[src/shared/pmc_defs.svh]
// constants, offsets and field positions of the power mode controller
`ifndef PMC_DEFS_SVH
`define PMC_DEFS_SVH
// What this block does
// - power state follows primary enable, wake pin and control register mode bits
// - sleep keeps digital supply and 60 kHz clock only, radio and fast clock off
// - primary enable high turns on regulators, oscillator and system clock output
// - wake rising edge in power-down starts up as if primary enable rose
// - start-up lasts until supplies settle and oscillator is stable, then active with primary enable, else a confirm wait
// - without primary enable 100 us after clock switch, fall back to power-down
// - when settled and stable, system clock switches from 60 kHz to crystal clock
// - oscillator-stable flag, bit 6 of oscillator status, is set at that switch
// - standby bit 7 turns transmitter and receiver off, keeps fast clock running
// - bits 5 and 1 clear select mode 1 with the whole radio off
// - bit 1 set with bit 5 clear powers only the receiver
// - bit 5 set powers transmitter and receiver for normal operation
// - bit 4 set with bit 5 selects half output power, clear selects full
// - bit 0 selects 5 V supply when set, the default, 3 V when clear
`define CSC_IDX        6'h00
`define REG_IDX        6'h0B
`define OSC_IDX        6'h0F
`define IRQ_STS_IDX    6'h10
`define IRQ_MSK_IDX    6'h11
`define CSC_RESET      8'h01
`define REG_RESET      8'h80
`define MSK_RESET      3'h0
`define CSC_STBY       7
`define CSC_TXRX       5
`define CSC_HALF       4
`define CSC_RXONLY     1
`define CSC_V5         0
`define OSC_OK_BIT     6
`define EV_OSC         0
`define EV_TMO         1
`define EV_WAKE        2
`define EV_W           3
`define PIN_EN         0
`define PIN_WAKE       1
`define PIN_SETTLED    2
`define PIN_STABLE     3
`define SYNC_W         4
`define CNT_W          12
`define CONFIRM_US     100
`define CLK_PERIOD_NS  40
`define NS_PER_US      1000
`define CONFIRM_CYC    ((`CONFIRM_US * `NS_PER_US) / `CLK_PERIOD_NS)
`endif

[src/shared/pmc_pkg.sv]
// types of the power mode controller
`include "pmc_defs.svh"
package pmc_pkg;
    typedef enum logic [2:0] {
        ST_OFF,
        ST_SLEEP,
        ST_STARTUP,
        ST_CONFIRM,
        ST_ACTIVE
    } pwr_state_e;

    typedef struct packed {
        logic reg_en;
        logic osc_en;
        logic dsup;
        logic aux;
        logic hf;
        logic tx;
        logic rx;
        logic half;
        logic v5;
    } drive_s;

    typedef struct packed {
        pwr_state_e         st;
        logic               wstart;
        logic               wake_q;
        logic [`CNT_W-1:0]  cnt;
        logic               osc_ok;
        logic [7:0]         csc;
        logic [7:0]         regc;
        logic [`EV_W-1:0]   sts;
        logic [`EV_W-1:0]   msk;
        logic [31:0]        rdata;
        logic               err;
        drive_s             drv;
    } pmc_s;
endpackage

[src/shared/pin_sync_if.sv]
// raw pin levels in, filtered levels out
`timescale 1ns/10ps
interface pin_sync_if #(
    parameter int W = 4
);
    logic [W-1:0] raw;
    logic [W-1:0] clean;
    modport sync (input raw, output clean);
    modport user (output raw, input clean);
endinterface

[src/logic/pin_sync.sv]
// three-stage pin synchroniser with agreement filter
`timescale 1ns/10ps
module pin_sync #(
    parameter int W = 4
) (
    input  wire logic pclk,
    input  wire logic presetn,
    pin_sync_if.sync  port
);
    typedef struct packed {
        logic [W-1:0] s1;
        logic [W-1:0] s2;
        logic [W-1:0] s3;
        logic [W-1:0] q;
    } sync_s;

    sync_s cur_ff;
    sync_s nxt_sync;
    logic [W-1:0] agree;

    always_comb begin
        nxt_sync = cur_ff;
        nxt_sync.s1 = port.raw;
        nxt_sync.s2 = cur_ff.s1;
        nxt_sync.s3 = cur_ff.s2;
        // a level counts once stages two and three agree
        agree = ~(cur_ff.s2 ^ cur_ff.s3);
        nxt_sync.q = (cur_ff.s3 & agree) | (cur_ff.q & ~agree);
    end

    always_ff @(posedge pclk or negedge presetn) begin
        if (!presetn) begin
            cur_ff <= '0;
        end else begin
            cur_ff <= nxt_sync;
        end
    end

    assign port.clean = cur_ff.q;
endmodule

[src/logic/pmc_top.sv]
// power mode controller with apb register access
`timescale 1ns/10ps
`include "pmc_defs.svh"
module pmc_top #(
    parameter int unsigned CONFIRM_CYC = `CONFIRM_CYC
) (
    input  wire logic        pclk,
    input  wire logic        presetn,
    input  wire logic [7:0]  paddr,
    input  wire logic        psel,
    input  wire logic        penable,
    input  wire logic        pwrite,
    input  wire logic [31:0] pwdata,
    output      logic [31:0] prdata,
    output      logic        pready,
    output      logic        pslverr,
    input  wire logic        primary_enable,
    input  wire logic        secondary_wake_input,
    input  wire logic        regulators_settled,
    input  wire logic        oscillator_stable,
    output      logic        regulator_enable,
    output      logic        oscillator_enable,
    output      logic        digital_supply_output,
    output      logic        aux_clock_enable,
    output      logic        hf_clock_enable,
    output      logic        transmitter_enable,
    output      logic        receiver_enable,
    output      logic        half_power,
    output      logic        supply_5v_select,
    output      logic [7:0]  regulation_setting,
    output      logic        osc_ok,
    output      logic        irq
);
    import pmc_pkg::*;

    pmc_s              cur_ff;
    pmc_s              nxt_pmc;
    logic              en_s;
    logic              wake_s;
    logic              rdy_s;
    logic              wake_rise;
    logic              setup;
    logic              wr;
    logic              rd_sts;
    logic [`EV_W-1:0]  ev;
    logic [5:0]        widx;
    logic [5:0]        ridx;

    pin_sync_if #(.W(`SYNC_W)) sp ();

    assign sp.raw[`PIN_EN]      = primary_enable;
    assign sp.raw[`PIN_WAKE]    = secondary_wake_input;
    assign sp.raw[`PIN_SETTLED] = regulators_settled;
    assign sp.raw[`PIN_STABLE]  = oscillator_stable;

    pin_sync #(.W(`SYNC_W)) u_sync (
        .pclk    (pclk),
        .presetn (presetn),
        .port    (sp)
    );

    assign en_s   = sp.clean[`PIN_EN];
    assign wake_s = sp.clean[`PIN_WAKE];
    assign rdy_s  = sp.clean[`PIN_SETTLED] & sp.clean[`PIN_STABLE];
    assign widx   = paddr[7:2];
    assign ridx   = paddr[7:2];

    always_comb begin
        nxt_pmc = cur_ff;
        ev = '0;
        setup = psel & ~penable;
        wr = psel & penable & pwrite;
        rd_sts = psel & penable & ~pwrite & (ridx == `IRQ_STS_IDX);
        nxt_pmc.wake_q = wake_s;
        wake_rise = wake_s & ~cur_ff.wake_q;

        // power state sequencing
        case (cur_ff.st)
            ST_OFF: begin
                if (en_s) begin
                    nxt_pmc.st = ST_STARTUP;
                    nxt_pmc.wstart = 1'b0;
                end else if (wake_rise) begin
                    nxt_pmc.st = ST_STARTUP;
                    nxt_pmc.wstart = 1'b1;
                    ev[`EV_WAKE] = 1'b1;
                end
            end
            ST_SLEEP: begin
                if (en_s) begin
                    nxt_pmc.st = ST_STARTUP;
                    nxt_pmc.wstart = 1'b0;
                end else if (!wake_s) begin
                    nxt_pmc.st = ST_OFF;
                end
            end
            ST_STARTUP: begin
                if (!en_s && !cur_ff.wstart) begin
                    nxt_pmc.st = wake_s ? ST_SLEEP : ST_OFF;
                end else if (rdy_s) begin
                    nxt_pmc.osc_ok = 1'b1;
                    ev[`EV_OSC] = 1'b1;
                    nxt_pmc.cnt = '0;
                    nxt_pmc.st = en_s ? ST_ACTIVE : ST_CONFIRM;
                end
            end
            ST_CONFIRM: begin
                if (en_s) begin
                    nxt_pmc.st = ST_ACTIVE;
                end else if (cur_ff.cnt == `CNT_W'(CONFIRM_CYC - 1)) begin
                    nxt_pmc.st = ST_OFF;
                    ev[`EV_TMO] = 1'b1;
                end else begin
                    nxt_pmc.cnt = cur_ff.cnt + `CNT_W'(1);
                end
            end
            ST_ACTIVE: begin
                if (!en_s) begin
                    nxt_pmc.st = wake_s ? ST_SLEEP : ST_OFF;
                end
            end
            default: begin
                nxt_pmc.st = ST_OFF;
            end
        endcase
        if (nxt_pmc.st == ST_OFF || nxt_pmc.st == ST_SLEEP) begin
            nxt_pmc.osc_ok = 1'b0;
        end

        // register writes take effect in the access phase
        if (wr) begin
            case (widx)
                `CSC_IDX:     nxt_pmc.csc = pwdata[7:0];
                `REG_IDX:     nxt_pmc.regc = pwdata[7:0];
                `IRQ_MSK_IDX: nxt_pmc.msk = pwdata[`EV_W-1:0];
                default:      nxt_pmc.csc = cur_ff.csc;
            endcase
        end

        // read clears only the bits it returned, a new event wins
        nxt_pmc.sts = (cur_ff.sts & ~({`EV_W{rd_sts}} & cur_ff.rdata[`EV_W-1:0])) | ev;

        // read data and error captured during the setup phase
        if (setup) begin
            nxt_pmc.rdata = '0;
            nxt_pmc.err = 1'b0;
            case (ridx)
                `CSC_IDX:     nxt_pmc.rdata[7:0] = cur_ff.csc;
                `REG_IDX:     nxt_pmc.rdata[7:0] = cur_ff.regc;
                `OSC_IDX:     nxt_pmc.rdata[`OSC_OK_BIT] = cur_ff.osc_ok;
                `IRQ_STS_IDX: nxt_pmc.rdata[`EV_W-1:0] = cur_ff.sts;
                `IRQ_MSK_IDX: nxt_pmc.rdata[`EV_W-1:0] = cur_ff.msk;
                default:      nxt_pmc.err = 1'b1;
            endcase
        end

        // output drive follows the next state and the mode bits
        nxt_pmc.drv = '0;
        case (nxt_pmc.st)
            ST_SLEEP: begin
                nxt_pmc.drv.dsup = 1'b1;
                nxt_pmc.drv.aux = 1'b1;
                nxt_pmc.drv.v5 = nxt_pmc.csc[`CSC_V5];
            end
            ST_STARTUP: begin
                nxt_pmc.drv.reg_en = 1'b1;
                nxt_pmc.drv.osc_en = 1'b1;
                nxt_pmc.drv.dsup = 1'b1;
                nxt_pmc.drv.aux = 1'b1;
                nxt_pmc.drv.v5 = nxt_pmc.csc[`CSC_V5];
            end
            ST_CONFIRM, ST_ACTIVE: begin
                nxt_pmc.drv.reg_en = 1'b1;
                nxt_pmc.drv.osc_en = 1'b1;
                nxt_pmc.drv.dsup = 1'b1;
                nxt_pmc.drv.hf = 1'b1;
                nxt_pmc.drv.v5 = nxt_pmc.csc[`CSC_V5];
                if (nxt_pmc.st == ST_ACTIVE && !nxt_pmc.csc[`CSC_STBY]) begin
                    if (nxt_pmc.csc[`CSC_TXRX]) begin
                        nxt_pmc.drv.tx = 1'b1;
                        nxt_pmc.drv.rx = 1'b1;
                        nxt_pmc.drv.half = nxt_pmc.csc[`CSC_HALF];
                    end else if (nxt_pmc.csc[`CSC_RXONLY]) begin
                        nxt_pmc.drv.rx = 1'b1;
                    end
                end
            end
            default: begin
                nxt_pmc.drv = '0;
            end
        endcase
    end

    always_ff @(posedge pclk or negedge presetn) begin
        if (!presetn) begin
            cur_ff <= '0;
            cur_ff.st <= ST_OFF;
            cur_ff.csc <= `CSC_RESET;
            cur_ff.regc <= `REG_RESET;
            cur_ff.msk <= `MSK_RESET;
        end else begin
            cur_ff <= nxt_pmc;
        end
    end

    assign prdata                = cur_ff.rdata;
    assign pready                = 1'b1;
    assign pslverr               = cur_ff.err & psel & penable;
    assign regulator_enable      = cur_ff.drv.reg_en;
    assign oscillator_enable     = cur_ff.drv.osc_en;
    assign digital_supply_output = cur_ff.drv.dsup;
    assign aux_clock_enable      = cur_ff.drv.aux;
    assign hf_clock_enable       = cur_ff.drv.hf;
    assign transmitter_enable    = cur_ff.drv.tx;
    assign receiver_enable       = cur_ff.drv.rx;
    assign half_power            = cur_ff.drv.half;
    assign supply_5v_select      = cur_ff.drv.v5;
    assign regulation_setting    = cur_ff.regc;
    assign osc_ok                = cur_ff.osc_ok;
    assign irq                   = |(cur_ff.sts & cur_ff.msk);
endmodule

[config.mk]
export PLATFORM = sky130hd
export DESIGN_NAME = pmc_top
export DESIGN_NICKNAME = d
export VERILOG_FILES = /design/src/shared/pmc_pkg.sv /design/src/shared/pin_sync_if.sv /design/src/logic/pin_sync.sv /design/src/logic/pmc_top.sv
export VERILOG_INCLUDE_DIRS = /design/src /design/src/shared
export SDC_FILE = /design/constraint.sdc
export NUM_CORES = 1
export LEC_CHECK = 0
export BUFFER_PORTS_ARGS = -buffer_cell sky130_fd_sc_hd__buf_4
export CORE_UTILIZATION = 56
export DETAILED_ROUTE_END_ITERATION = 12
export GPL_ROUTABILITY_DRIVEN = 0
export PLACE_DENSITY = 0.95
export SETUP_SLACK_MARGIN = 0.3
export SYNTH_ARGS = -nofsm -noshare
export SYNTH_HDL_FRONTEND = slang
export SYNTH_SLANG_ARGS = --single-unit
export TNS_END_PERCENT = 20
[constraint.sdc]
create_clock -name pclk -period 3.1 [get_ports pclk]
set_input_delay 0.465 -clock pclk [delete_from_list [all_inputs] [get_ports pclk]]
set_output_delay 0.465 -clock pclk [all_outputs]
set_load 0.02 [all_outputs]
; ---- Word-level counts from Yosys, hierarchy flattened
; Index checks and enable logic that the tools add are counted.
[word_totals]
out_inout_bits = 53
word_cells = 142
input_bits = 49
regBits = 74
[classes]
muxes = 48
n_reduce_logical = 25
addsub = 1
eq_ne = 20
bitwise = 23
[op_table]
columns = cell, n
row1 = $mux 3, 9
row2 = $mux 13, 2
row3 = $mux 12, 2
row4 = $pmux 12 s2, 1
row5 = $mux 1, 21
row6 = $mux 16, 1
row7 = $mux 8, 2
row8 = $pmux 3 s5, 1
row9 = $add 12x1->12 const B, 1
row10 = $eq 12x12->1 const B, 1
row11 = $eq 3x2->1 const B, 4
row12 = $eq 6x4->1 const B, 2
row13 = $eq 6x5->1 const B, 2
row14 = $mux 4, 3
row15 = $pmux 3 s4, 1
row16 = $and 1x1->1, 9
row17 = $and 3x3->3, 3
row18 = $and 4x4->4, 2
row19 = $ne 2x2->1 const B, 4
row20 = $not 4->4, 2
row21 = $reduce_bool 2->1, 4
row22 = $eq 3x1->1 const B, 2
row23 = $eq 3x3->1 const B, 2
row24 = $logic_not 3->1, 2
row25 = 22 further kinds, 34

; ---- Logic depth before layout (Yosys ltp)
; Gate-level depths: netlist of the first run.
[logic_depth]
word_depth = 9
depth_mapped = 7
ltp_nobuf = 5

; ---- By module
; From an unflattened synthesis of the first run, not the netlist that was laid out.
[unflattened]
hier_cells = 308
area_unflattened_um2 = 3475.8
[by_module_without_submodules]
columns = module, instances, seq_area_each_um2, area_per_inst_um2, cells_per_inst
row1 = pmc_top, 1, 1428.9, 3000.4, 284
row2 = pin_sync, 1, 400.4, 475.5, 24

; ---- Worst setup path after synthesis of the first run
; No wires, ideal clock.
[synth_timing]
path_type = input to register
start = input paddr[2]
end = register cur_ff, in the netlist receiver_enable
t_required_ps = 2978
setup_ps = 122
slack_ps = 1325
n_path_buf = 1
stages = 5
t_arrival_ps = 1653
cell_sequence = buf_2 -> nor3_4 -> nand3_2 -> mux2_2 -> o2111a_1
[synth_lines]
columns = item, line_no
row1 = "start, declared", pmc_top.sv:9  ; input wire logic [7:0] paddr,
row2 = "end signal, assigned", pmc_top.sv:202  ; cur_ff <= nxt_pmc;
row3 = "end, declared", pmc_top.sv:36  ; pmc_s cur_ff;

==> impl_metrics.tcl, run 1 <==
set metrics [dict create \
    synth_cell_types 58 \
    crit_required_ps 3300 \
    synthArstFlopShare_pct 100 \
    rsz0062_at_grt "no" \
    p_sw_uw 798 \
    die_y_um 82.0 \
    first_pass_iters 5 \
    p_sw_share_pct 33.0 \
    whs_ps 213 \
    slew_headroom_pct 41.1 \
    ys.flop_type "dfrtp_1" \
    yosysWarnings 0 \
    wirelength_um 7880 \
    crit_slowest_cell "dfrtp_1" \
    reg2reg_to "supply_5v_select" \
    clockBufferDepth 2 \
    path_buf_inv 0 \
    max_cap_violations 0 \
    seq_area_frac_synth_pct 51.1 \
    cts_setup_buffers 0 \
    max_stage_delay_ps 630 \
    grt_pass1_vias 2449 \
    n_antenna_cell 0 \
    io_pins 102 \
    cp_num_cells 4 \
    nNetsFinal 405 \
    crit_path_max_fanout 13 \
    cts_made_buffers 9 \
    p_seq_share_pct 47.3 \
    yosys.area_share.simple_pct 17.0 \
    synth_top_family_by_area "simple AND/OR/NAND/NOR gates" \
    drtIter0Drc 313 \
    cts_tree "done" \
    internal_power_mw 1.62 \
    muxShareOfSynthArea_pct 7.37 \
    synth_compound_area_share_pct 11.1 \
    min_period_ps 2080 \
    antenna_found_initial 0 \
    crit_type "reg2reg" \
    status "finished clean" \
    combPwrFrac_pct 21.4 \
    fmax_ghz 0.480 \
    cp-endpoint "supply_5v_select" \
    finalSetupTns_ps 0 \
    chipWidth_um 82.0 \
    wl_per_cell_um 18.1 \
    cp-end-kind "flip-flop" \
    pre_cts_ws_ps 1000 \
    drv_slew 0 \
    final_layout_size_suffix_gt1_share_pct 26.7 \
    grt_max_degree 74 \
    dp_hpwl_um 4960 \
    yosys.area_share.adder_pct 1.47 \
    via_per_inst 6.13 \
    clkLatencyLatePin_ps 360 \
    worst_pin_slew_ps 883 \
    r2r_slack_ps 1020 \
    setup_viol 0 \
    syn2layout_area_growth_pct 10.7 \
    p_per_area_nw_per_um2 611 \
    final_common_cell "dfrtp_1" \
    hold_class "in2reg" \
    num_rows 28 \
    coreArea_um2 6060 \
    clockRootBuffer "clkbuf_8" \
    final_hold_viol_count 0 \
    cp_cell_sequence "and3b_1 > o221a_2 > a211oi_1 > a31oi_1" \
    mostFrequentLayoutCells "dfrtp_1 (71), buf_4 (50), conb_1 (25), nand2_1 (20), mux2_2 (19)" \
    netlist_area_um2 3580 \
    vias 2666 \
    fin_ws_ps 1020 \
    synth-xor-area-share_pct 0.245 \
    clkTransAtPathRegs_ps 80 \
    cts_resized 0 \
    postSynthCellCount 325 \
    arrival_ps 2280 \
    grt_util_all_layers_pct 24.9 \
    cts_sinks 73 \
    syn_avg_cell_area_um2 11.0 \
    synth_edf_count 0 \
    reg2reg_depth 4 \
    grt_overflow 0 \
    numPortBuffers 50 \
    hold_buffers 0 \
    crit_family "compound AO/OA/AOI/OAI gates" \
    finalClockSkew_ps 6.49 \
    grt_first_pass_wirelength_um 12000 \
    drcViolationCount 0 \
    ir_worst_vdd_uv 634 \
    startpoint_type "flip-flop" \
    dieArea_um2 6720 \
    clock_power_share_pct 31.3 \
    ant_nets 0 \
    ys_ff_latch 73 \
    leakage_nw 1.91 \
    cts.htree.levels 3 \
    min_period_over_period_pct 67.2 \
    start_util_pct 59.1 \
]
cells by family (layout without fill, tap and decap cells):
| family | count (synthesis) | after routing |
|---|---|---|
| buffers and inverters | 65 | 77 |
| flip-flops | 73 | 73 |
| AND/OR/NAND/NOR | 97 | 97 |
| other | 2 | 25 |
| AO/OA/AOI/OAI | 58 | 58 |
| multiplexers | 24 | 24 |
| XOR/XNOR | 1 | 1 |
| adder cells (fa/ha/maj) | 5 | 5 |
layer usage:
layer | vias to the layer above | part of all wire (%) | GRT usage, %
li1 | 1178 | - | -
met1 | 1313 | 41 | 31.4
met2 | 143 | 50 | 40.3
met3 | 32 | 5.6 | 4.22
met4 | 0 | 3.5 | 14.7
met5 | - | 0 | 0
metrics by stage:
stage	utilization [%]	total power [mW]	std cells	cell area [um^2]
4_1_cts	65.4	2.43	435	3970
6_report	65.4	2.42	435	3970
5_1_grt	65.4	2.53	435	3970
3_5_place_dp	62.1	1.65	419	3760
2_1_floorplan	-	1.50	348	3670
3_3_place_gp	62.1	1.63	419	3760
flip-flops by register name (all words and copies together), names as in the netlist, 8 cells and up, named ones only:
| name | flops |
|---|---|
| u_sync.cur_ff | 12 |
| cur_ff | 32 |
| prdata | 8 |
| regulation_setting | 8 |
power groups by stage:
stage / combinational (mW) / clock [mW] / sequential (mW)
after floorplan: 0.335 / 0 / 1.17
after global placement: 0.476 / 0 / 1.15
after detailed placement: 0.490 / 0 / 1.16
after CTS: 0.516 / 0.768 / 1.14
after global routing: 0.558 / 0.813 / 1.16
final: 0.518 / 0.758 / 1.14
Yosys cell counts, drive strengths merged (2+ instances only):
cell type,n,area (um^2)
and3b,3,26.3
nor4b,2,17.5
dfstp,2,52.6
o21ai,11,55.1
o2bb2ai,2,17.5
nor3,4,36.3
mux2,19,214
a22o,5,43.8
nor3b,3,27.5
conb,2,7.51
inv,11,41.3
and3,7,43.8
dfrtp,71,1780
nand4,11,68.8
o2111ai,2,17.5
nor2b,2,12.5
and2,4,25.0
nand3,11,60.1
a22oi,5,37.5
nor4,4,37.5
a21oi,14,73.8
nand2,20,75.1
o31ai,8,60.1
or4,8,60.1
and4,2,17.5
buf,48,349
clkbuf,6,22.5
a31oi,2,12.5
maj3,4,40.0
nor2,6,22.5
mux2i,5,50.1
nand2b,4,25.0
cell type report:
| type | count | area (um^2) |
|---|---|---|
| clock buffer | 9 | 124 |
| clock inverter | 7 | 76.3 |
| fill | 444 | 2100 |
| inverter | 11 | 41.3 |
| multi-input combinational | 210 | 1430 |
| sequential | 73 | 1830 |
| tap | 75 | 93.8 |
| timing repair buffer | 50 | 375 |
worst min path at each step:
stage,start,cells after the start,to
2_1_floorplan,presetn,0,asynchronous set/reset pin
3_3_place_gp,u_sync.cur_ff[15],0,u_sync.cur_ff[11]
3_5_place_dp,u_sync.cur_ff[12],0,u_sync.cur_ff[8]
4_1_cts,primary_enable,1,u_sync.cur_ff[12]
5_1_grt,secondary_wake_input,1,u_sync.cur_ff[13]
6_report,regulators_settled,1,u_sync.cur_ff[14]
(Power assumes the default switching activity.)
==> run 2: changes to the inputs <==
CORE_UTILIZATION = 47   (was 56)
PLACE_DENSITY = 0.87   (was 0.95)
clock period = 1.7 ns   (was 3.1 ns; I/O delays follow)
==> run 2 against run 1 <==
Register-to-register slack lost 980 ps; clock skew grew 1.5 ps; fmax rose by 26%; critical path type unchanged; global-route usage decreased by 4.5 points; count of clock-buffer cells in the layout did not move; core utilization is 4.6 points lower; non-clock buffer count increased by 38; first-iteration DRC count decreased by 41%; wire length is 2.2% higher; combinational power increased to 2.6 times the previous value; design area grew 12%.
==> impl_metrics.tcl, run 2 (synthesized netlist as in run 1, its figures left out) <==
set metrics [dict create \
    grt_util_all_layers_pct 20.5 \
    p_per_area_nw_per_um2 1070 \
    final_common_cell "buf_4" \
    dp_hpwl_um 5360 \
    startpoint_type "flip-flop" \
    setup_viol 0 \
    wl_per_cell_um 16.1 \
    grt_pass1_vias 2556 \
    fin_ws_ps 40.9 \
    status "finished clean" \
    fmax_ghz 0.603 \
    wirelength_um 8050 \
    arrival_ps 1910 \
    mostFrequentLayoutCells "buf_4 (82), dfrtp_1 (67), conb_1 (25), mux2_2 (19), nand2_1 (19)" \
    io_pins 102 \
    grt_overflow 0 \
    drtIter0Drc 184 \
    crit_type "reg2reg" \
    finalSetupTns_ps 0 \
    grt_max_degree 36 \
    leakage_nw 2.13 \
    nNetsFinal 446 \
    min_period_over_period_pct 97.6 \
    crit_required_ps 1950 \
    max_cap_violations 0 \
    crit_path_max_fanout 6 \
    final_hold_viol_count 0 \
    cp-end-kind "flip-flop" \
    reg_top3 "cur_ff: 32 flops, u_sync.cur_ff: 12 flops" \
    start_util_pct 49.1 \
    n_antenna_cell 0 \
    fin_util_pct 60.9 \
    cts_made_buffers 9 \
    pre_cts_ws_ps -166 \
    clkTransAtPathRegs_ps 80 \
    stdcell_count 500 \
    rsz0062_at_grt "yes" \
    clkLatencyLatePin_ps 340 \
    dp_cells 473 \
    cts_tree "done" \
    drcViolationCount 0 \
    top_register "cur_ff" \
    clockBufferDepth 2 \
    ir_worst_vdd_uv 490 \
    final_cell_area_um2 4440 \
    syn2layout_area_growth_pct 23.9 \
    dieArea_um2 7970 \
    num_rows 31 \
    ant_nets 0 \
    coreArea_um2 7290 \
    min_period_ps 1660 \
    hold_class "in2reg" \
    worst_pin_slew_ps 573 \
    final_layout_size_suffix_gt1_share_pct 38.4 \
    cts_sinks 73 \
    first_pass_iters 4 \
    antenna_found_initial 0 \
    via_per_inst 5.59 \
    cts.htree.levels 3 \
    numPortBuffers 50 \
    vias 2793 \
    clockRootBuffer "clkbuf_8" \
    drv_slew 0 \
    finalClockSkew_ps 7.95 \
    dpl_cell_area_um2 4040 \
    grt_first_pass_wirelength_um 12100 \
    chipWidth_um 89.3 \
    largest_register_ffs 32 \
    slew_headroom_pct 61.8 \
    die_y_um 89.3 \
]
==> run 2: cell types whose count changed in the layout (fill, tap and decap cells not counted), sizes merged <==
cell and change:
buf +35, dlygate4sd3 +3, and4 +2, a21oi +1
clkinv +1, clkinvlp -1
==> run 2: path summary, 6_finish.rpt <==
check	startpoint	to	slack, ps	depth (start not counted)
worst max register to register	cur_ff[80]	supply_5v_select	40	6
worst min-delay path	primary_enable	u_sync.cur_ff[12]	20	1
max in group asynchronous	presetn	cur_ff[56]	710	3
min in group asynchronous	presetn	u_sync.cur_ff[14]	390	2
worst max-delay path	cur_ff[80]	supply_5v_select	40	6
worst min register to register	u_sync.cur_ff[13]	u_sync.cur_ff[9]	350	0
==> run 2: power breakdown <==
| part | switching (mW) | internal [mW] |
|---|---|---|
| combinational | 0.736 | 0.592 |
| clock | 0.679 | 0.693 |
| sequential | 0.153 | 1.92 |
==> run 2: per-layer routing <==
metal  up-vias  part of all wire [%]  wire, um  GRT usage (%)
met4         0                   2.4       196           10.5
met2       115                    50      4010           32.5
met5         -                     0         0              0
met3        19                   4.9       397           4.16
met1      1396                    43      3450           26.8
li1       1263                     -         -              -
==> run 2: critical path, stage by stage, from the launching register on <==
cell and delay, ps:
dfrtp_1 440, nor3b_4 300, buf_4 180, o221a_2 220
a211oi_2 70, buf_4 150, a31oi_1 200
==> run 2: stage by stage <==
stage	hold WS, ps	power (mW)
finish	18.2	4.77
global route	2.48	4.99
CTS	5.49	4.68
detailed placement	231	3.21
global placement	233	3.15
floorplan	-40.6	2.75
==> run 2: final cells by class <==
type | instances | area, um^2
clock buffer | 9 | 124
fill | 573 | 2850
inverter | 11 | 41.3
tap | 99 | 124
clock inverter | 7 | 77.6
timing repair buffer | 88 | 679
sequential | 73 | 1830
multi-input combinational | 213 | 1560
==> run 2: timing repair <==
action                                  CTS  global route
hold buffers                              3             0
gates cloned                              3             0
endpoints found under the setup margin   24            28
buffers inserted                          5             0
hold endpoints to repair                 32             0
pin swaps                                 4            15
resized for setup                         9            23
==> run 3: changes to the inputs <==
CORE_UTILIZATION = 35   (was 47)
PLACE_DENSITY = 0.71   (was 0.87)
==> run 3 against run 2 <==
Non-clock buffer count rose by 2; die area up 33%; count of clock-buffer cells in the layout grew 4; clock skew up 5.4 ps; worst setup slack got worse by 18 ps; clock power down 4%; sequential power barely moved; highest routed layer unchanged.
==> impl_metrics.tcl, run 3 (synthesized netlist as in run 1, its figures left out) <==
set metrics [dict create \
    status "finished clean" \
    rsz0062_at_grt "yes" \
    numPortBuffers 50 \
    via_per_inst 5.01 \
    wl_per_cell_um 14.8 \
    cts_tree "done" \
    min_period_over_period_pct 98.7 \
    grt_max_degree 35 \
    grt_pass1_vias 2574 \
    final_common_cell "buf_4" \
    setup_viol 0 \
    cts.htree.levels 3 \
    reg_top3 "cur_ff: 32 flops, u_sync.cur_ff: 12 flops" \
    cts_sinks 73 \
    final_layout_size_suffix_gt1_share_pct 39.4 \
    io_pins 102 \
    cp-end-kind "flip-flop" \
    n_antenna_cell 0 \
    min_period_ps 1680 \
    start_util_pct 36.3 \
    crit_path_max_fanout 5 \
    register_area_um2 1830 \
    ant_nets 0 \
    startpoint_type "flip-flop" \
    multi_input_area_um2 1620 \
    leakage_nw 2.15 \
    nNetsFinal 449 \
    grt_first_pass_wirelength_um 12400 \
    cts_made_buffers 9 \
    num_rows 36 \
    dp_hpwl_um 5410 \
    drv_slew 0 \
    die_y_um 103 \
    fin_util_pct 46.1 \
    ir_worst_vdd_uv 801 \
    hold_class "in2reg" \
    clockRootBuffer "clkbuf_8" \
    syn2layout_area_growth_pct 26.9 \
    vias 2689 \
    drtIter0Drc 157 \
    crit_slowest_cell "dfrtp_1" \
    wirelength_um 7970 \
    crit_type "reg2reg" \
    crit_required_ps 1900 \
    cp_cell_sequence "buf_4 > a21boi_0 > o221a_4 > or2_2 > mux2_2" \
    finalClockSkew_ps 13.4 \
    mostFrequentLayoutCells "buf_4 (86), dfrtp_1 (70), conb_1 (25), nand2_1 (20), mux2_2 (19)" \
    max_stage_delay_ps 420 \
    grt_util_all_layers_pct 15.2 \
    clockBufferDepth 2 \
    pre_cts_ws_ps -151 \
    stdcell_count 537 \
    dieArea_um2 10600 \
    clkTransAtPathRegs_ps 70 \
    p_per_area_nw_per_um2 1060 \
    final_hold_viol_count 0 \
    max_cap_violations 0 \
    largest_register_ffs 32 \
    fillCellCount 895 \
    first_pass_iters 4 \
    antenna_found_initial 0 \
    clkLatencyLatePin_ps 330 \
    grt_overflow 0 \
    chipWidth_um 103 \
    dp_cells 510 \
    fmax_ghz 0.596 \
    top_register "cur_ff" \
    coreArea_um2 9860 \
    fin_ws_ps 22.7 \
    drcViolationCount 0 \
    arrival_ps 1880 \
]
## run 3: path summary, 6_finish.rpt
kind / start / cells past startpoint / endpoint / slack [ps]
hold / removal: primary_enable / 1 / u_sync.cur_ff[12] / 30
setup reg to reg: cur_ff[80] / 5 / aux_clock_enable / 20
hold reg to reg: u_sync.cur_ff[13] / 0 / u_sync.cur_ff[9] / 350
max in group asynchronous: presetn / 3 / cur_ff[81] / 790
min in group asynchronous: presetn / 2 / u_sync.cur_ff[14] / 330
setup / recovery: cur_ff[80] / 5 / aux_clock_enable / 20
## run 3: worst max-delay path: cells and delay by family, from the launching register on
family | cells | cell delay, ps
compound gates | 2 | 390
simple gates | 1 | 290
flops | 1 | 420
buf+inv | 1 | 170
mux | 1 | 290
## run 3: timing repair
item / CTS / global route
pin swaps: 2 / 7
hold endpoints to repair: 15 / 0
gates cloned: 1 / 3
resized for setup: 9 / 26
endpoints found under the setup margin: 23 / 28
hold buffers: 1 / 0
buffers inserted: 4 / 2
## run 3: layer usage
layer / wire [um] / part of all wire (%) / GRT usage [%] / vias up
met5: 0 / 0 / 0 / -
met4: 56 / 0.70 / 4.23 / 0
met3: 360 / 4.5 / 3.25 / 6
met2: 3910 / 49 / 24.8 / 80
met1: 3640 / 46 / 20.4 / 1334
li1: - / - / - / 1269
## run 3: stage by stage
step                      setup TNS, ps  power, mW  instance area, um^2  hold slack, ps
after detailed placement           -937       3.22                 4120             137
after global routing              -12.5       5.06                 4540            4.52
after floorplan                       0       2.75                 3690           -40.6
after CTS                             0       4.62                 4380            15.0
final                                 0       4.81                 4540            28.7
after global placement             -412       3.18                 4120             135
## run 3: area by class of cell
class,instances,share of cell area [%]
Clock inverter,3,0.881
Tap cell,133,3.66
Inverter,11,0.909
Multi-Input combinational cell,214,35.6
Sequential cell,73,40.3
Timing Repair Buffer,90,15.4
Clock buffer,13,3.28
## run 3: where the power goes
part	internal (mW)	leakage [nW]	switching [mW]
clock	0.716	0.0974	0.597
combinational	0.654	1.11	0.788
sequential	1.92	0.945	0.138
total	3.29	2.15	1.52
